===== config.mk =====
export PLATFORM = sky130hd
export DESIGN_NAME = sioc_config_regs
export DESIGN_NICKNAME = d
export VERILOG_FILES = /design/src/rtl/sioc_pkg.sv /design/src/rtl/sioc_drv_if.sv /design/src/rtl/sioc_config_regs.sv /design/src/rtl/sioc_drive_enc.sv
export VERILOG_INCLUDE_DIRS = /design/src /design/src/rtl
export SDC_FILE = /design/constraint.sdc
export NUM_CORES = 1
export LEC_CHECK = 0
export BUFFER_PORTS_ARGS = -buffer_cell sky130_fd_sc_hd__buf_2
export CAP_MARGIN = 20
export CORE_MARGIN = 4
export CORE_UTILIZATION = 40
export DETAILED_ROUTE_END_ITERATION = 7
export PLACE_DENSITY = 0.62
export SETUP_SLACK_MARGIN = 0.15
export SYNTH_ARGS = -nofsm -noshare
export SYNTH_HDL_FRONTEND = slang
export SYNTH_HIERARCHICAL = 1
export SYNTH_SLANG_ARGS = --single-unit

===== constraint.sdc =====
create_clock -name clk_sys_in -period 2.1 [get_ports clk_sys_in]
set_input_delay 0.105 -clock clk_sys_in [delete_from_list [all_inputs] [get_ports clk_sys_in]]
set_output_delay 0.105 -clock clk_sys_in [all_outputs]
set_load 0.05 [all_outputs]

===== src/rtl/sioc_map.svh =====
// offsets, field positions, reset values and port codes of the config slice
`ifndef SIOC_MAP_SVH
`define SIOC_MAP_SVH
// ************************************************************
// host port addresses and unlock code
// ************************************************************
`define SIOC_UNLOCK_PORT 12'h250
`define SIOC_INDEX_PORT  12'h251
`define SIOC_DATA_PORT   12'h252
`define SIOC_TAPE_PORT   12'h3F3
`define SIOC_UNLOCK_VAL  8'h89
// ************************************************************
// register indexes
// ************************************************************
`define SIOC_IDX_PWR     8'h04
`define SIOC_IDX_ECP     8'h05
`define SIOC_IDX_DRV     8'h06
`define SIOC_IDX_TYPE    8'h07
`define SIOC_IDX_WRM     8'h08
`define SIOC_IDX_LOCK    8'h09
// ************************************************************
// writable masks and reset values
// ************************************************************
`define SIOC_PWR_MASK    8'hBB
`define SIOC_ECP_MASK    8'h0F
`define SIOC_DRV_MASK    8'h3A
`define SIOC_TYPE_MASK   8'hFF
`define SIOC_WRM_MASK    8'h3F
`define SIOC_LOCK_MASK   8'hE0
`define SIOC_TAPE_MASK   8'h30
`define SIOC_RST_VAL     8'h00
// ************************************************************
// field positions
// ************************************************************
`define SIOC_PRT_PWD     7
`define SIOC_UA_PWD      5
`define SIOC_UB_PWD      4
`define SIOC_PRT_FLOAT   3
`define SIOC_UA_FLOAT    1
`define SIOC_UB_FLOAT    0
`define SIOC_FOUR_DRV    5
`define SIOC_PULLUP_OFF  4
`define SIOC_FDC_PWD     3
`define SIOC_FDC_FLOAT   1
`define SIOC_WR_DIS      5
`define SIOC_SOFT_WP     4
`define SIOC_PAR_HIGH    7
`define SIOC_LOCK_BIT    6
`define SIOC_THREE_MODE  5
`endif


===== src/rtl/sioc_pkg.sv =====
// types shared by the config slice modules
package sioc_pkg;
    typedef enum logic {
        SIOC_CLOSED,
        SIOC_OPEN
    } sioc_acc_t;
    // order gives the three-bit selector value
    typedef enum logic [2:0] {
        SIOC_PAR_NORMAL,
        SIOC_PAR_EXT_FLOPPY,
        SIOC_PAR_RSVD_2,
        SIOC_PAR_EXT_TWO,
        SIOC_PAR_RSVD_4,
        SIOC_PAR_EPP_SPP,
        SIOC_PAR_ECP,
        SIOC_PAR_ECP_EPP
    } sioc_par_mode_t;
endpackage


===== src/rtl/sioc_drv_if.sv =====
// drive select and motor pin encoding signals
`timescale 1ns/10ps
`default_nettype none
interface sioc_drv_if;
    logic       four_mode;
    logic [7:0] dor;
    logic       motor_a;
    logic       motor_b;
    logic       ds_a;
    logic       ds_b;
    modport enc (input four_mode, dor,
                 output motor_a, motor_b, ds_a, ds_b);
    modport user (output four_mode, dor,
                  input motor_a, motor_b, ds_a, ds_b);
endinterface
`default_nettype wire


===== src/rtl/sioc_config_regs.sv =====
// configuration registers 04 to 09 of the multi-function I/O controller
// Functional notes
// - first UART outputs float when its float bit set and powered down
// - second UART outputs float when its float bit set and powered down
// - four-bit ECP FIFO threshold held in low nibble, zero at reset
// - two-drive mode: motor bit and select pick drive A or B pins
// - four-drive mode: with the selected motor bit set, motor pins low, select pins carry drive number
// - floppy input pull-ups on while pull-up-off bit is clear
// - floppy power-down bit puts the floppy controller in power-down
// - floppy outputs float when float bit set and controller powered down
// - four two-bit drive types; code 00 is normal rate-driven operation
// - three-mode codes 01, 10, 11 select 1.2M, 1.44M, 720K drives
// - write-disable forces write-enable and write-data pins high
// - soft write-protect reports protected, else follows the pin
// - media id and boot drive stored in bits 3:2 and 1:0
// - parallel mode high bit joins two low bits into a three-bit mode
// - lock bit blocks data port reads and writes except to the lock register
// - three-mode bit gates drive types and opens the tape register
// - tape register bits 5:4 override the reduced-write-current pin
// - low nibble of lock register reads a fixed chip id
// - unlock, write index to index port, then use the data port
// - registers other than the index and the access window reset only on cold reset, never on warm reset
// - parallel mode decode with codes 010 and 100 reserved
`timescale 1ns/10ps
`default_nettype none
`include "sioc_map.svh"
module sioc_config_regs #(
    // identification value is arbitrary
    parameter logic [3:0] CHIP_ID = 4'h6
) (
    input  wire logic       clk_sys_in,
    input  wire logic       sys_rst_in,
    input  wire logic       warm_rst_in,
    input  wire logic [11:0] io_addr_in,
    input  wire logic       io_wr_in,
    input  wire logic       io_rd_in,
    input  wire logic [7:0] io_wdata_in,
    output var  logic [7:0] io_rdata_out,
    input  wire logic [7:0] fdc_dor_in,
    input  wire logic       fdc_we_n_in,
    input  wire logic       fdc_wd_n_in,
    input  wire logic       fdc_high_rate_in,
    input  wire logic       wp_pin_n_in,
    input  wire logic [1:0] prt_mode_low_in,
    output var  logic       motor_a_pin_out,
    output var  logic       motor_b_pin_out,
    output var  logic       drive_select_a_pin_out,
    output var  logic       drive_select_b_pin_out,
    output var  logic       write_enable_n_out,
    output var  logic       write_data_pin_out,
    output var  logic       reduced_write_current_pin_out,
    output var  logic       floppy_pins_oe_out,
    output var  logic       write_protect_out,
    output var  logic       floppy_pullup_en_out,
    output var  logic       floppy_power_down_out,
    output var  logic       uart_a_power_down_out,
    output var  logic       uart_b_power_down_out,
    output var  logic       uart_a_oe_out,
    output var  logic       uart_b_oe_out,
    output var  logic       par_power_down_out,
    output var  logic       par_oe_out,
    output var  logic [2:0] par_mode_out,
    output var  logic       par_mode_rsvd_out,
    output var  logic [3:0] ecp_fifo_level_out,
    output var  logic [1:0] media_id_out,
    output var  logic [1:0] boot_drive_out,
    output var  logic [1:0] drive_type_out,
    output var  logic       three_mode_enable_out,
    output var  logic       config_open_out
);
    // ************************************************************
    // register state
    // ************************************************************
    sioc_pkg::sioc_acc_t acc;
    sioc_pkg::sioc_acc_t next_acc;
    logic [7:0] index;
    logic [7:0] next_index;
    logic [7:0] pwr;
    logic [7:0] next_pwr;
    logic [7:0] ecp;
    logic [7:0] next_ecp;
    logic [7:0] drv;
    logic [7:0] next_drv;
    logic [7:0] dtype;
    logic [7:0] next_dtype;
    logic [7:0] wrm;
    logic [7:0] next_wrm;
    logic [7:0] lockm;
    logic [7:0] next_lockm;
    logic [7:0] tape;
    logic [7:0] next_tape;
    logic [7:0] next_rdata;
    logic       locked;
    logic       three_mode;
    logic       data_ok;

    always_comb begin
        locked     = lockm[`SIOC_LOCK_BIT];
        three_mode = lockm[`SIOC_THREE_MODE];
        // the lock register stays reachable so software can clear it
        data_ok    = acc == sioc_pkg::SIOC_OPEN &&
                     (!locked || index == `SIOC_IDX_LOCK);
    end

    always_comb begin
        next_acc   = acc;
        next_index = index;
        next_pwr   = pwr;
        next_ecp   = ecp;
        next_drv   = drv;
        next_dtype = dtype;
        next_wrm   = wrm;
        next_lockm = lockm;
        next_tape  = tape;
        if (io_wr_in) begin
            if (io_addr_in == `SIOC_UNLOCK_PORT) begin
                // any other value closes the window again
                if (io_wdata_in == `SIOC_UNLOCK_VAL) begin
                    next_acc = sioc_pkg::SIOC_OPEN;
                end else begin
                    next_acc = sioc_pkg::SIOC_CLOSED;
                end
            end else if (io_addr_in == `SIOC_INDEX_PORT &&
                         acc == sioc_pkg::SIOC_OPEN) begin
                next_index = io_wdata_in;
            end else if (io_addr_in == `SIOC_DATA_PORT && data_ok) begin
                if (index == `SIOC_IDX_PWR) begin
                    next_pwr = io_wdata_in & `SIOC_PWR_MASK;
                end else if (index == `SIOC_IDX_ECP) begin
                    next_ecp = io_wdata_in & `SIOC_ECP_MASK;
                end else if (index == `SIOC_IDX_DRV) begin
                    next_drv = io_wdata_in & `SIOC_DRV_MASK;
                end else if (index == `SIOC_IDX_TYPE) begin
                    next_dtype = io_wdata_in & `SIOC_TYPE_MASK;
                end else if (index == `SIOC_IDX_WRM) begin
                    next_wrm = io_wdata_in & `SIOC_WRM_MASK;
                end else if (index == `SIOC_IDX_LOCK) begin
                    // chip id bits are not stored at all
                    next_lockm = io_wdata_in & `SIOC_LOCK_MASK;
                end
            end else if (io_addr_in == `SIOC_TAPE_PORT && three_mode) begin
                next_tape = io_wdata_in & `SIOC_TAPE_MASK;
            end
        end
        // warm reset shuts the access window and clears the index
        if (warm_rst_in) begin
            next_acc   = sioc_pkg::SIOC_CLOSED;
            next_index = `SIOC_RST_VAL;
        end
    end

    always_ff @(posedge clk_sys_in or posedge sys_rst_in) begin
        if (sys_rst_in) begin
            acc   <= sioc_pkg::SIOC_CLOSED;
            index <= `SIOC_RST_VAL;
            pwr   <= `SIOC_RST_VAL;
            ecp   <= `SIOC_RST_VAL;
            drv   <= `SIOC_RST_VAL;
            dtype <= `SIOC_RST_VAL;
            wrm   <= `SIOC_RST_VAL;
            lockm <= `SIOC_RST_VAL;
            tape  <= `SIOC_RST_VAL;
        end else begin
            acc   <= next_acc;
            index <= next_index;
            pwr   <= next_pwr;
            ecp   <= next_ecp;
            drv   <= next_drv;
            dtype <= next_dtype;
            wrm   <= next_wrm;
            lockm <= next_lockm;
            tape  <= next_tape;
        end
    end

    // ************************************************************
    // read path
    // ************************************************************
    always_comb begin
        next_rdata = io_rdata_out;
        if (io_rd_in) begin
            next_rdata = 8'h00;
            if (io_addr_in == `SIOC_DATA_PORT && data_ok) begin
                if (index == `SIOC_IDX_PWR) begin
                    next_rdata = pwr;
                end else if (index == `SIOC_IDX_ECP) begin
                    next_rdata = ecp;
                end else if (index == `SIOC_IDX_DRV) begin
                    next_rdata = drv;
                end else if (index == `SIOC_IDX_TYPE) begin
                    next_rdata = dtype;
                end else if (index == `SIOC_IDX_WRM) begin
                    next_rdata = wrm;
                end else if (index == `SIOC_IDX_LOCK) begin
                    next_rdata = {lockm[7:4], CHIP_ID};
                end
            end else if (io_addr_in == `SIOC_TAPE_PORT && three_mode) begin
                next_rdata = tape;
            end
        end
    end

    // ************************************************************
    // drive pin encoding and per-drive types
    // ************************************************************
    sioc_drv_if drv_bus ();
    sioc_drive_enc u_enc (
        .drv (drv_bus.enc)
    );
    assign drv_bus.four_mode = drv[`SIOC_FOUR_DRV];
    assign drv_bus.dor       = fdc_dor_in;

    logic [1:0] type_of [4];
    for (genvar g = 0; g < 4; g++) begin : g_type
        assign type_of[g] = dtype[2*g+:2];
    end

    // ************************************************************
    // output stage
    // ************************************************************
    logic [1:0] next_type;
    logic       next_rwc;
    logic       fdc_float;
    logic [2:0] next_mode;
    always_comb begin
        next_type = type_of[fdc_dor_in[1:0]];
        next_rwc  = fdc_high_rate_in;
        if (three_mode) begin
            // tape register setting wins over the drive type field
            if (tape[5:4] == 2'b01) begin
                next_rwc = 1'b0;
            end else if (tape[5:4] == 2'b10) begin
                next_rwc = 1'b1;
            end else if (next_type == 2'b01) begin
                next_rwc = 1'b0;
            end else if (next_type == 2'b10) begin
                next_rwc = 1'b1;
            end
        end
        fdc_float = drv[`SIOC_FDC_FLOAT] && drv[`SIOC_FDC_PWD];
        next_mode = {lockm[`SIOC_PAR_HIGH], prt_mode_low_in};
    end

    always_ff @(posedge clk_sys_in or posedge sys_rst_in) begin
        if (sys_rst_in) begin
            io_rdata_out                  <= 8'h00;
            motor_a_pin_out               <= 1'b1;
            motor_b_pin_out               <= 1'b1;
            drive_select_a_pin_out        <= 1'b1;
            drive_select_b_pin_out        <= 1'b1;
            write_enable_n_out            <= 1'b1;
            write_data_pin_out            <= 1'b1;
            reduced_write_current_pin_out <= 1'b0;
            floppy_pins_oe_out            <= 1'b1;
            write_protect_out             <= 1'b0;
            floppy_pullup_en_out          <= 1'b1;
            floppy_power_down_out         <= 1'b0;
            uart_a_power_down_out         <= 1'b0;
            uart_b_power_down_out         <= 1'b0;
            uart_a_oe_out                 <= 1'b1;
            uart_b_oe_out                 <= 1'b1;
            par_power_down_out            <= 1'b0;
            par_oe_out                    <= 1'b1;
            par_mode_out                  <= 3'h0;
            par_mode_rsvd_out             <= 1'b0;
            ecp_fifo_level_out            <= 4'h0;
            media_id_out                  <= 2'h0;
            boot_drive_out                <= 2'h0;
            drive_type_out                <= 2'h0;
            three_mode_enable_out         <= 1'b0;
            config_open_out               <= 1'b0;
        end else begin
            io_rdata_out           <= next_rdata;
            motor_a_pin_out        <= drv_bus.motor_a;
            motor_b_pin_out        <= drv_bus.motor_b;
            drive_select_a_pin_out <= drv_bus.ds_a;
            drive_select_b_pin_out <= drv_bus.ds_b;
            write_enable_n_out     <= fdc_we_n_in | wrm[`SIOC_WR_DIS];
            write_data_pin_out     <= fdc_wd_n_in | wrm[`SIOC_WR_DIS];
            reduced_write_current_pin_out <= next_rwc;
            floppy_pins_oe_out     <= !fdc_float;
            write_protect_out      <= wrm[`SIOC_SOFT_WP] | !wp_pin_n_in;
            floppy_pullup_en_out   <= !drv[`SIOC_PULLUP_OFF];
            floppy_power_down_out  <= drv[`SIOC_FDC_PWD];
            uart_a_power_down_out  <= pwr[`SIOC_UA_PWD];
            uart_b_power_down_out  <= pwr[`SIOC_UB_PWD];
            uart_a_oe_out          <= !(pwr[`SIOC_UA_FLOAT] &&
                                        pwr[`SIOC_UA_PWD]);
            uart_b_oe_out          <= !(pwr[`SIOC_UB_FLOAT] &&
                                        pwr[`SIOC_UB_PWD]);
            par_power_down_out     <= pwr[`SIOC_PRT_PWD];
            par_oe_out             <= !(pwr[`SIOC_PRT_FLOAT] &&
                                        pwr[`SIOC_PRT_PWD]);
            par_mode_out           <= next_mode;
            par_mode_rsvd_out      <= next_mode ==
                                          sioc_pkg::SIOC_PAR_RSVD_2 ||
                                      next_mode ==
                                          sioc_pkg::SIOC_PAR_RSVD_4;
            ecp_fifo_level_out     <= ecp[3:0];
            media_id_out           <= wrm[3:2];
            boot_drive_out         <= wrm[1:0];
            drive_type_out         <= next_type;
            three_mode_enable_out  <= three_mode;
            config_open_out        <= acc == sioc_pkg::SIOC_OPEN;
        end
    end
endmodule
`default_nettype wire


===== src/rtl/sioc_drive_enc.sv =====
// two- and four-drive motor and select pin encoder
`timescale 1ns/10ps
`default_nettype none
module sioc_drive_enc (
    sioc_drv_if.enc drv
);
    logic [1:0] sel;
    logic       sel_motor;
    always_comb begin
        sel       = drv.dor[1:0];
        sel_motor = drv.dor[3'(4) + 3'(sel)];
        drv.motor_a = 1'b1;
        drv.motor_b = 1'b1;
        drv.ds_a    = 1'b1;
        drv.ds_b    = 1'b1;
        if (drv.four_mode) begin
            // pins carry a binary drive number plus a shared motor line
            if (sel_motor) begin
                drv.motor_a = 1'b0;
                drv.motor_b = 1'b0;
                drv.ds_a    = sel[0];
                drv.ds_b    = sel[1];
            end
        end else if (drv.dor[4] && sel == 2'b00) begin
            drv.motor_a = 1'b0;
            drv.ds_a    = 1'b0;
        end else if (drv.dor[5] && sel == 2'b01) begin
            drv.motor_b = 1'b0;
            drv.ds_b    = 1'b0;
        end
    end
endmodule
`default_nettype wire


# --- Word-level counts from Yosys, hierarchy flattened ---
# Index checks and enable logic that the tools add are counted.
# Widths: inputs -> output; s select.
op_classes:
  n_addsub: 1
  eq_ne: 19
  mul: 0
  order_cmp: 2
  n_reduce_logical: 32
  n_div: 0
  shifts: 0
  n_bitwise: 12
  mux: 36
op_table:
  columns: ["operator", "n"]
  rows:
  - ["$mux 8", 11]
  - ["$eq 12x10->1 const B", 4]
  - ["$eq 8x3->1 const B", 4]
  - ["$mux 1", 20]
  - ["$eq 8x4->1 const B", 2]
  - ["$logic_and 1x1->1", 10]
  - ["$reduce_and 10->1", 1]
  - ["$reduce_and 5->1", 2]
  - ["$reduce_and 9->1", 1]
  - ["$eq 8x8->1 const B", 1]
  - ["$not 1->1", 8]
  - ["$reduce_and 8->1", 1]
  - ["$logic_not 1->1", 7]
  - ["$reduce_and 7->1", 1]
  - ["$eq 2x1->1 const B", 3]
  - ["$mux 6", 1]
  - ["$reduce_and 6->1", 1]
  - ["$reduce_bool 2->1", 3]
  - ["$bmux 2 s2", 1]
  - ["$eq 2x2->1 const B", 2]
  - ["$lt 3x4->1 const B", 1]
  - ["$mux 2", 2]
  - ["$add 3x2->3 const A", 1]
  - ["$bmux 1 s3", 1]
  - ["10 further kinds", 13]
totals:
  rom_bits: 0
  latchBits: 0
  input_bits: 39
  mem_bits_rw: 0
  ff_bits: 83
  word_cells: 137
  mem_count: 0

# --- Logic depth before layout (Yosys ltp) ---
logic_depth:
  word_depth: 10
  ltp_mapped: 6

# --- By module ---
# The synthesis kept the hierarchy.
by_module_without_submodules:
  columns: ["mod", "seq_area_each_um2", "cells_per_inst", "n_inst", "area_each_um2"]
  rows:
  - ["sioc_config_regs", 2090.8, 278, 1, 3420.8]
  - ["sioc_drive_enc", 0.0, 11, 1, 85.1]

# --- Least setup slack after synthesis ---
# Ideal clock, no wire load.
synth_path:
  path_type: "register to register"
  startpoint: "register index[7]"
  endpoint: "register dtype[1]"
  n_path_buf: 0
  setup_slack_ns: 0.012
  arrival_time_ns: 1.963
  stages_incl_launch_ff: 6
  cell_sequence: "dfrtp_1 > nor4_1 > nand2_1 > nor2_2 > nor4b_4 > mux2_2"
synth_between:
  elab_chain_len: 5
synth_lines:
  columns: ["item", "line", "rtl"]
  rows:
  - ["from (decl)", "sioc_config_regs.sv:76", "logic [7:0] index;"]
  - ["from (signal assigned)", "sioc_config_regs.sv:155", "index <= `SIOC_RST_VAL;"]
  - ["from (signal assigned)", "sioc_config_regs.sv:165", "index <= next_index;"]
  - ["$eq 8x4->1 (no source line)", null, null]
  - ["$logic_or 1x1->1 (no source line)", null, null]
  - ["$logic_and 1x1->1", "sioc_config_regs.sv:101", "data_ok = acc == sioc_pkg::SIOC_OPEN &&"]
  - ["$logic_and 1x1->1", "sioc_config_regs.sv:126", "end else if (io_addr_in == `SIOC_DATA_PORT && data_ok) begin"]
  - ["$reduce_and 8->1 (no source line) *", null, null]
  - ["to (signal assigned)", "sioc_config_regs.sv:159", "dtype <= `SIOC_RST_VAL;"]
  - ["to (signal assigned)", "sioc_config_regs.sv:169", "dtype <= next_dtype;"]
  - ["to (decl)", "sioc_config_regs.sv:84", "logic [7:0] dtype;"]
# Mark *: on every way between the ends. The rest lies on a longest branch, timed or not.
# A chain may end at the register's enable or synchronous reset.

# --- Final worst setup path ---
layout_path:
  startpoint: "register index[6]"
  endpoint: "register ecp[1]"
layout_between:
  elab_chain_len: 5
layout_lines:
  columns: ["item", "line", "rtl"]
  rows:
  - ["$eq 8x4->1 (no source line)", null, null]
  - ["$logic_or 1x1->1 (no source line)", null, null]
  - ["$logic_and 1x1->1", "sioc_config_regs.sv:101", null]
  - ["$logic_and 1x1->1", "sioc_config_regs.sv:126", null]
  - ["$reduce_and 6->1 (no source line) *", null, null]
  - ["to (signal assigned)", "sioc_config_regs.sv:157", "ecp <= `SIOC_RST_VAL;"]
  - ["to (signal assigned)", "sioc_config_regs.sv:167", "ecp <= next_ecp;"]
  - ["to (decl)", "sioc_config_regs.sv:80", "logic [7:0] ecp;"]
# Marks and branches as above.

==> impl_metrics.toml <==
[clock_network]
cts_tree = "built"
cts_root_buf = "clkbuf_8"
path_clk_slew_ns = 0.09
clk_latency_ns = 0.35
cts_made_buffers = 9
cts.path.max_buffers = 2
cts_sinks = 83
htree_levels = 3

[floorplan]
core_area_sq_um = 8380
dieWidth_um = 102
die_h_um = 102
rows = 33
io_pins = 80
initial_core_util_pct = 41.8
die_area_sq_um = 10300

[synthesis]
synth-compound-area-share_pct = 8.92
synth-main-ff-cell = "dfrtp_1"
muxShareOfSynthArea_pct = 13.9
syn_nets = 328
synth-xor-area-share_pct = 0.250
synth_edf_count = 0
yosysSeqAreaShare_pct = 59.6
synth_top_family_by_area = "simple AND/OR/NAND/NOR gates"
synthAdderAreaFrac_pct = 0
syn-cell-area_sq_um = 3510
synthArstFlopShare_pct = 100
yosys_warnings = 6
yosysUniqueCellTypes = 45
postSynthCellCount = 289
synthSimpleGateAreaFrac_pct = 15.2
avgSynthCellArea_sq_um = 12.1
ys_ff_latch = 83

[sta]
slew_headroom_pct = 71.3
tns_ns = 0
period_minus_slack_ns = 1.94
finalSetupViolCount = 0
hold_slack_ns = 0.0228
period_share_pct = 92.4
slew_violations = 0
finClkSkew_ns = 0.00767
worst_pin_slew_ns = 0.431
finalHoldViolCount = 0
fmax_mhz = 516
rsz0062_at_grt = "yes"

[worst_setup_path]
ff2ff_path_depth = 6
crit_end = "ecp[1]"
crit_path_end_kind = "flip-flop"
crit_buf_inv = 1
crit_start = "index[6]"
arrival_ns = 2.18
worstPathRequired_ns = 2.34
slowest_delay_ns = 0.42
crit_path_start_kind = "flip-flop"
r2r-end = "ecp[1]"
cp_max_fo = 4
path_depth = 6
path_cells = "nor4_4 -> nand2_2 -> o31ai_2 -> nand4_1 -> buf_4 -> mux2_2"
critical-path-top-delay-family = "simple AND/OR/NAND/NOR gates"
worst_path_max_delay_cell = "dfrtp_1"
rrSetupSlack_ns = 0.16
worstSetupPathType = "flip-flop to flip-flop"
r2r-start = "index[6]"

[placement]
dp_hpwl_um = 6170
io_buffers = 77
placed_cells = 487
gp_congestion = 0.866
place_area_sq_um = 4200

[power]
power_density_nw_per_um2 = 619
ir_drop_mv = 0.472
leakage_nw = 2.15

[worst_hold_path]
hold_path.class = "input port to flip-flop"

[global_route]
antenna_found_initial = 0
track_usage_pct = 17.6
grt_overflow_total = 0
grt_pass1_wl_um = 13800
grt_max_degree = 84
grt_pass1_vias = 2638

[drt]
routed_wl_um = 8880
viasPerCell = 5.27
first_iter_violations = 134
drc = 0
postRouteAntennaNets = 0
wl_per_cell_um = 17.2
dr_total_vias = 2724
first_pass_iters = 4

[cells_and_area]
fin_cells = 517
nNetsFinal = 446
drive_above_1_share_pct = 45.4
syn_to_final_growth_pct = 31.8
antenna_cells = 0
fin_area_sq_um = 4620
utilization_pct = 55.1

[flow_run]
drv_cap = 0

[outcome]
outcome = "finished, final reports clean"
[where the power goes]
group          switching (mW)  internal (mW)
Sequential            0.00185           1.61
Combinational           0.122         0.0613
Clock                   0.618          0.448
[flip-flops by register name (all words and copies together), names as in the netlist, 3 cells and up]
register            count
drv                     4
dtype                   8
ecp                     4
ecp_fifo_level_out      4
index                   8
io_rdata_out            8
lockm                   3
par_mode_out            3
pwr                     6
wrm                     6
[cell usage in the layout, fill, tap and decap left out, types with 3 or more instances in the layout]
cell	Yosys	routed
buf_2	0	77
dfrtp_1	72	72
nand2_1	29	27
buf_4	0	25
mux2_2	32	20
a21oi_1	16	16
mux2_4	0	14
nor2_1	15	13
inv_1	12	11
dfstp_2	11	11
clkbuf_8	0	9
o21ai_0	8	8
dlygate4sd3_1	0	8
nor2b_1	7	7
nand3_1	8	7
o22ai_1	6	6
mux2i_1	6	6
nand2b_1	5	5
a31oi_1	4	4
nor3_1	5	4
inv_6	0	4
nor2_4	0	3
nor4_1	4	3
clkinvlp_4	0	3
buf_6	0	3
[metrics by stage]
step	setup WS, ns	power (mW)
4_1_cts	0.139	2.89
3_5_place_dp	-0.0209	1.82
5_1_grt	0.0810	2.98
6_report	0.161	2.86
3_3_place_gp	0.0217	1.82
2_1_floorplan	0.0709	1.73
[cell usage after synthesis, drive strengths merged (4+ instances only)]
library cell  count  area [sq um]
a21oi            16          80.1
a31oi             4          25.0
clkbuf            6          22.5
dfrtp            72          1800
dfstp            11           289
inv              12          45.0
mux2             34           383
mux2i             6          60.1
nand2            29           109
nand2b            5          31.3
nand3             8          40.0
nor2             16          62.6
nor2b             7          43.8
nor3              5          25.0
nor4              4          25.0
o21ai             8          40.0
o22ai             6          37.5
[kinds of logic (layout without fill, tap and decap cells)]
| family | count (synthesis) | count (layout) |
|---|---|---|
| buffers and inverters | 19 | 142 |
| AND/OR/NAND/NOR | 95 | 95 |
| multiplexers | 42 | 42 |
| flip-flops | 83 | 83 |
| AO/OA/AOI/OAI | 49 | 49 |
| XOR/XNOR | 1 | 1 |
[worst register-to-register path, delay by kind of cell, from the launching register on]
family | cells | cell delay, ns
compound gates | 1 | 0.26
flops | 1 | 0.42
buf+inv | 1 | 0.19
simple gates | 3 | 0.69
mux | 1 | 0.26
[timing repair]
item                                   CTS  global route
setup endpoints to repair               28            35
hold buffers                             8             0
pin swaps                                1             8
buffers inserted                         1             5
endpoints found under the hold margin   79             0
gates resized for setup                  6            21
[routing by layer]
metal / track usage [%] / up-vias / part of all wire (%)
met5: 0 / - / 0
met4: 6.13 / 0 / 1.5
met3: 3.65 / 13 / 6.9
met2: 27.1 / 77 / 47
met1: 24.8 / 1360 / 44
li1: - / 1274 / -
[area by class of cell]
class | instances | area (sq um)
Clock buffer | 9 | 124
Fill cell | 759 | 3760
Clock inverter | 7 | 58.8
Inverter | 12 | 48.8
Multi-Input combinational cell | 187 | 1460
Timing Repair Buffer | 114 | 707
Sequential cell | 83 | 2090
Tap cell | 105 | 131
[worst min path at each step]
stage / from / endpoint / slack, ns / depth (start not counted)
3_3_place_gp: prt_mode_low_in[0] / par_mode_out[0] / 0.23 / 1
3_5_place_dp: prt_mode_low_in[0] / par_mode_out[0] / 0.23 / 1
4_1_cts: fdc_high_rate_in / reduced_write_current_pin_out / 0.008 / 3
6_report: fdc_high_rate_in / reduced_write_current_pin_out / 0.02 / 3
2_1_floorplan: prt_mode_low_in[0] / par_mode_out[0] / 0.14 / 0
5_1_grt: fdc_dor_in[7] / motor_b_pin_out / 0.01 / 3
No activity file was read; power rests on OpenSTA's default activity.
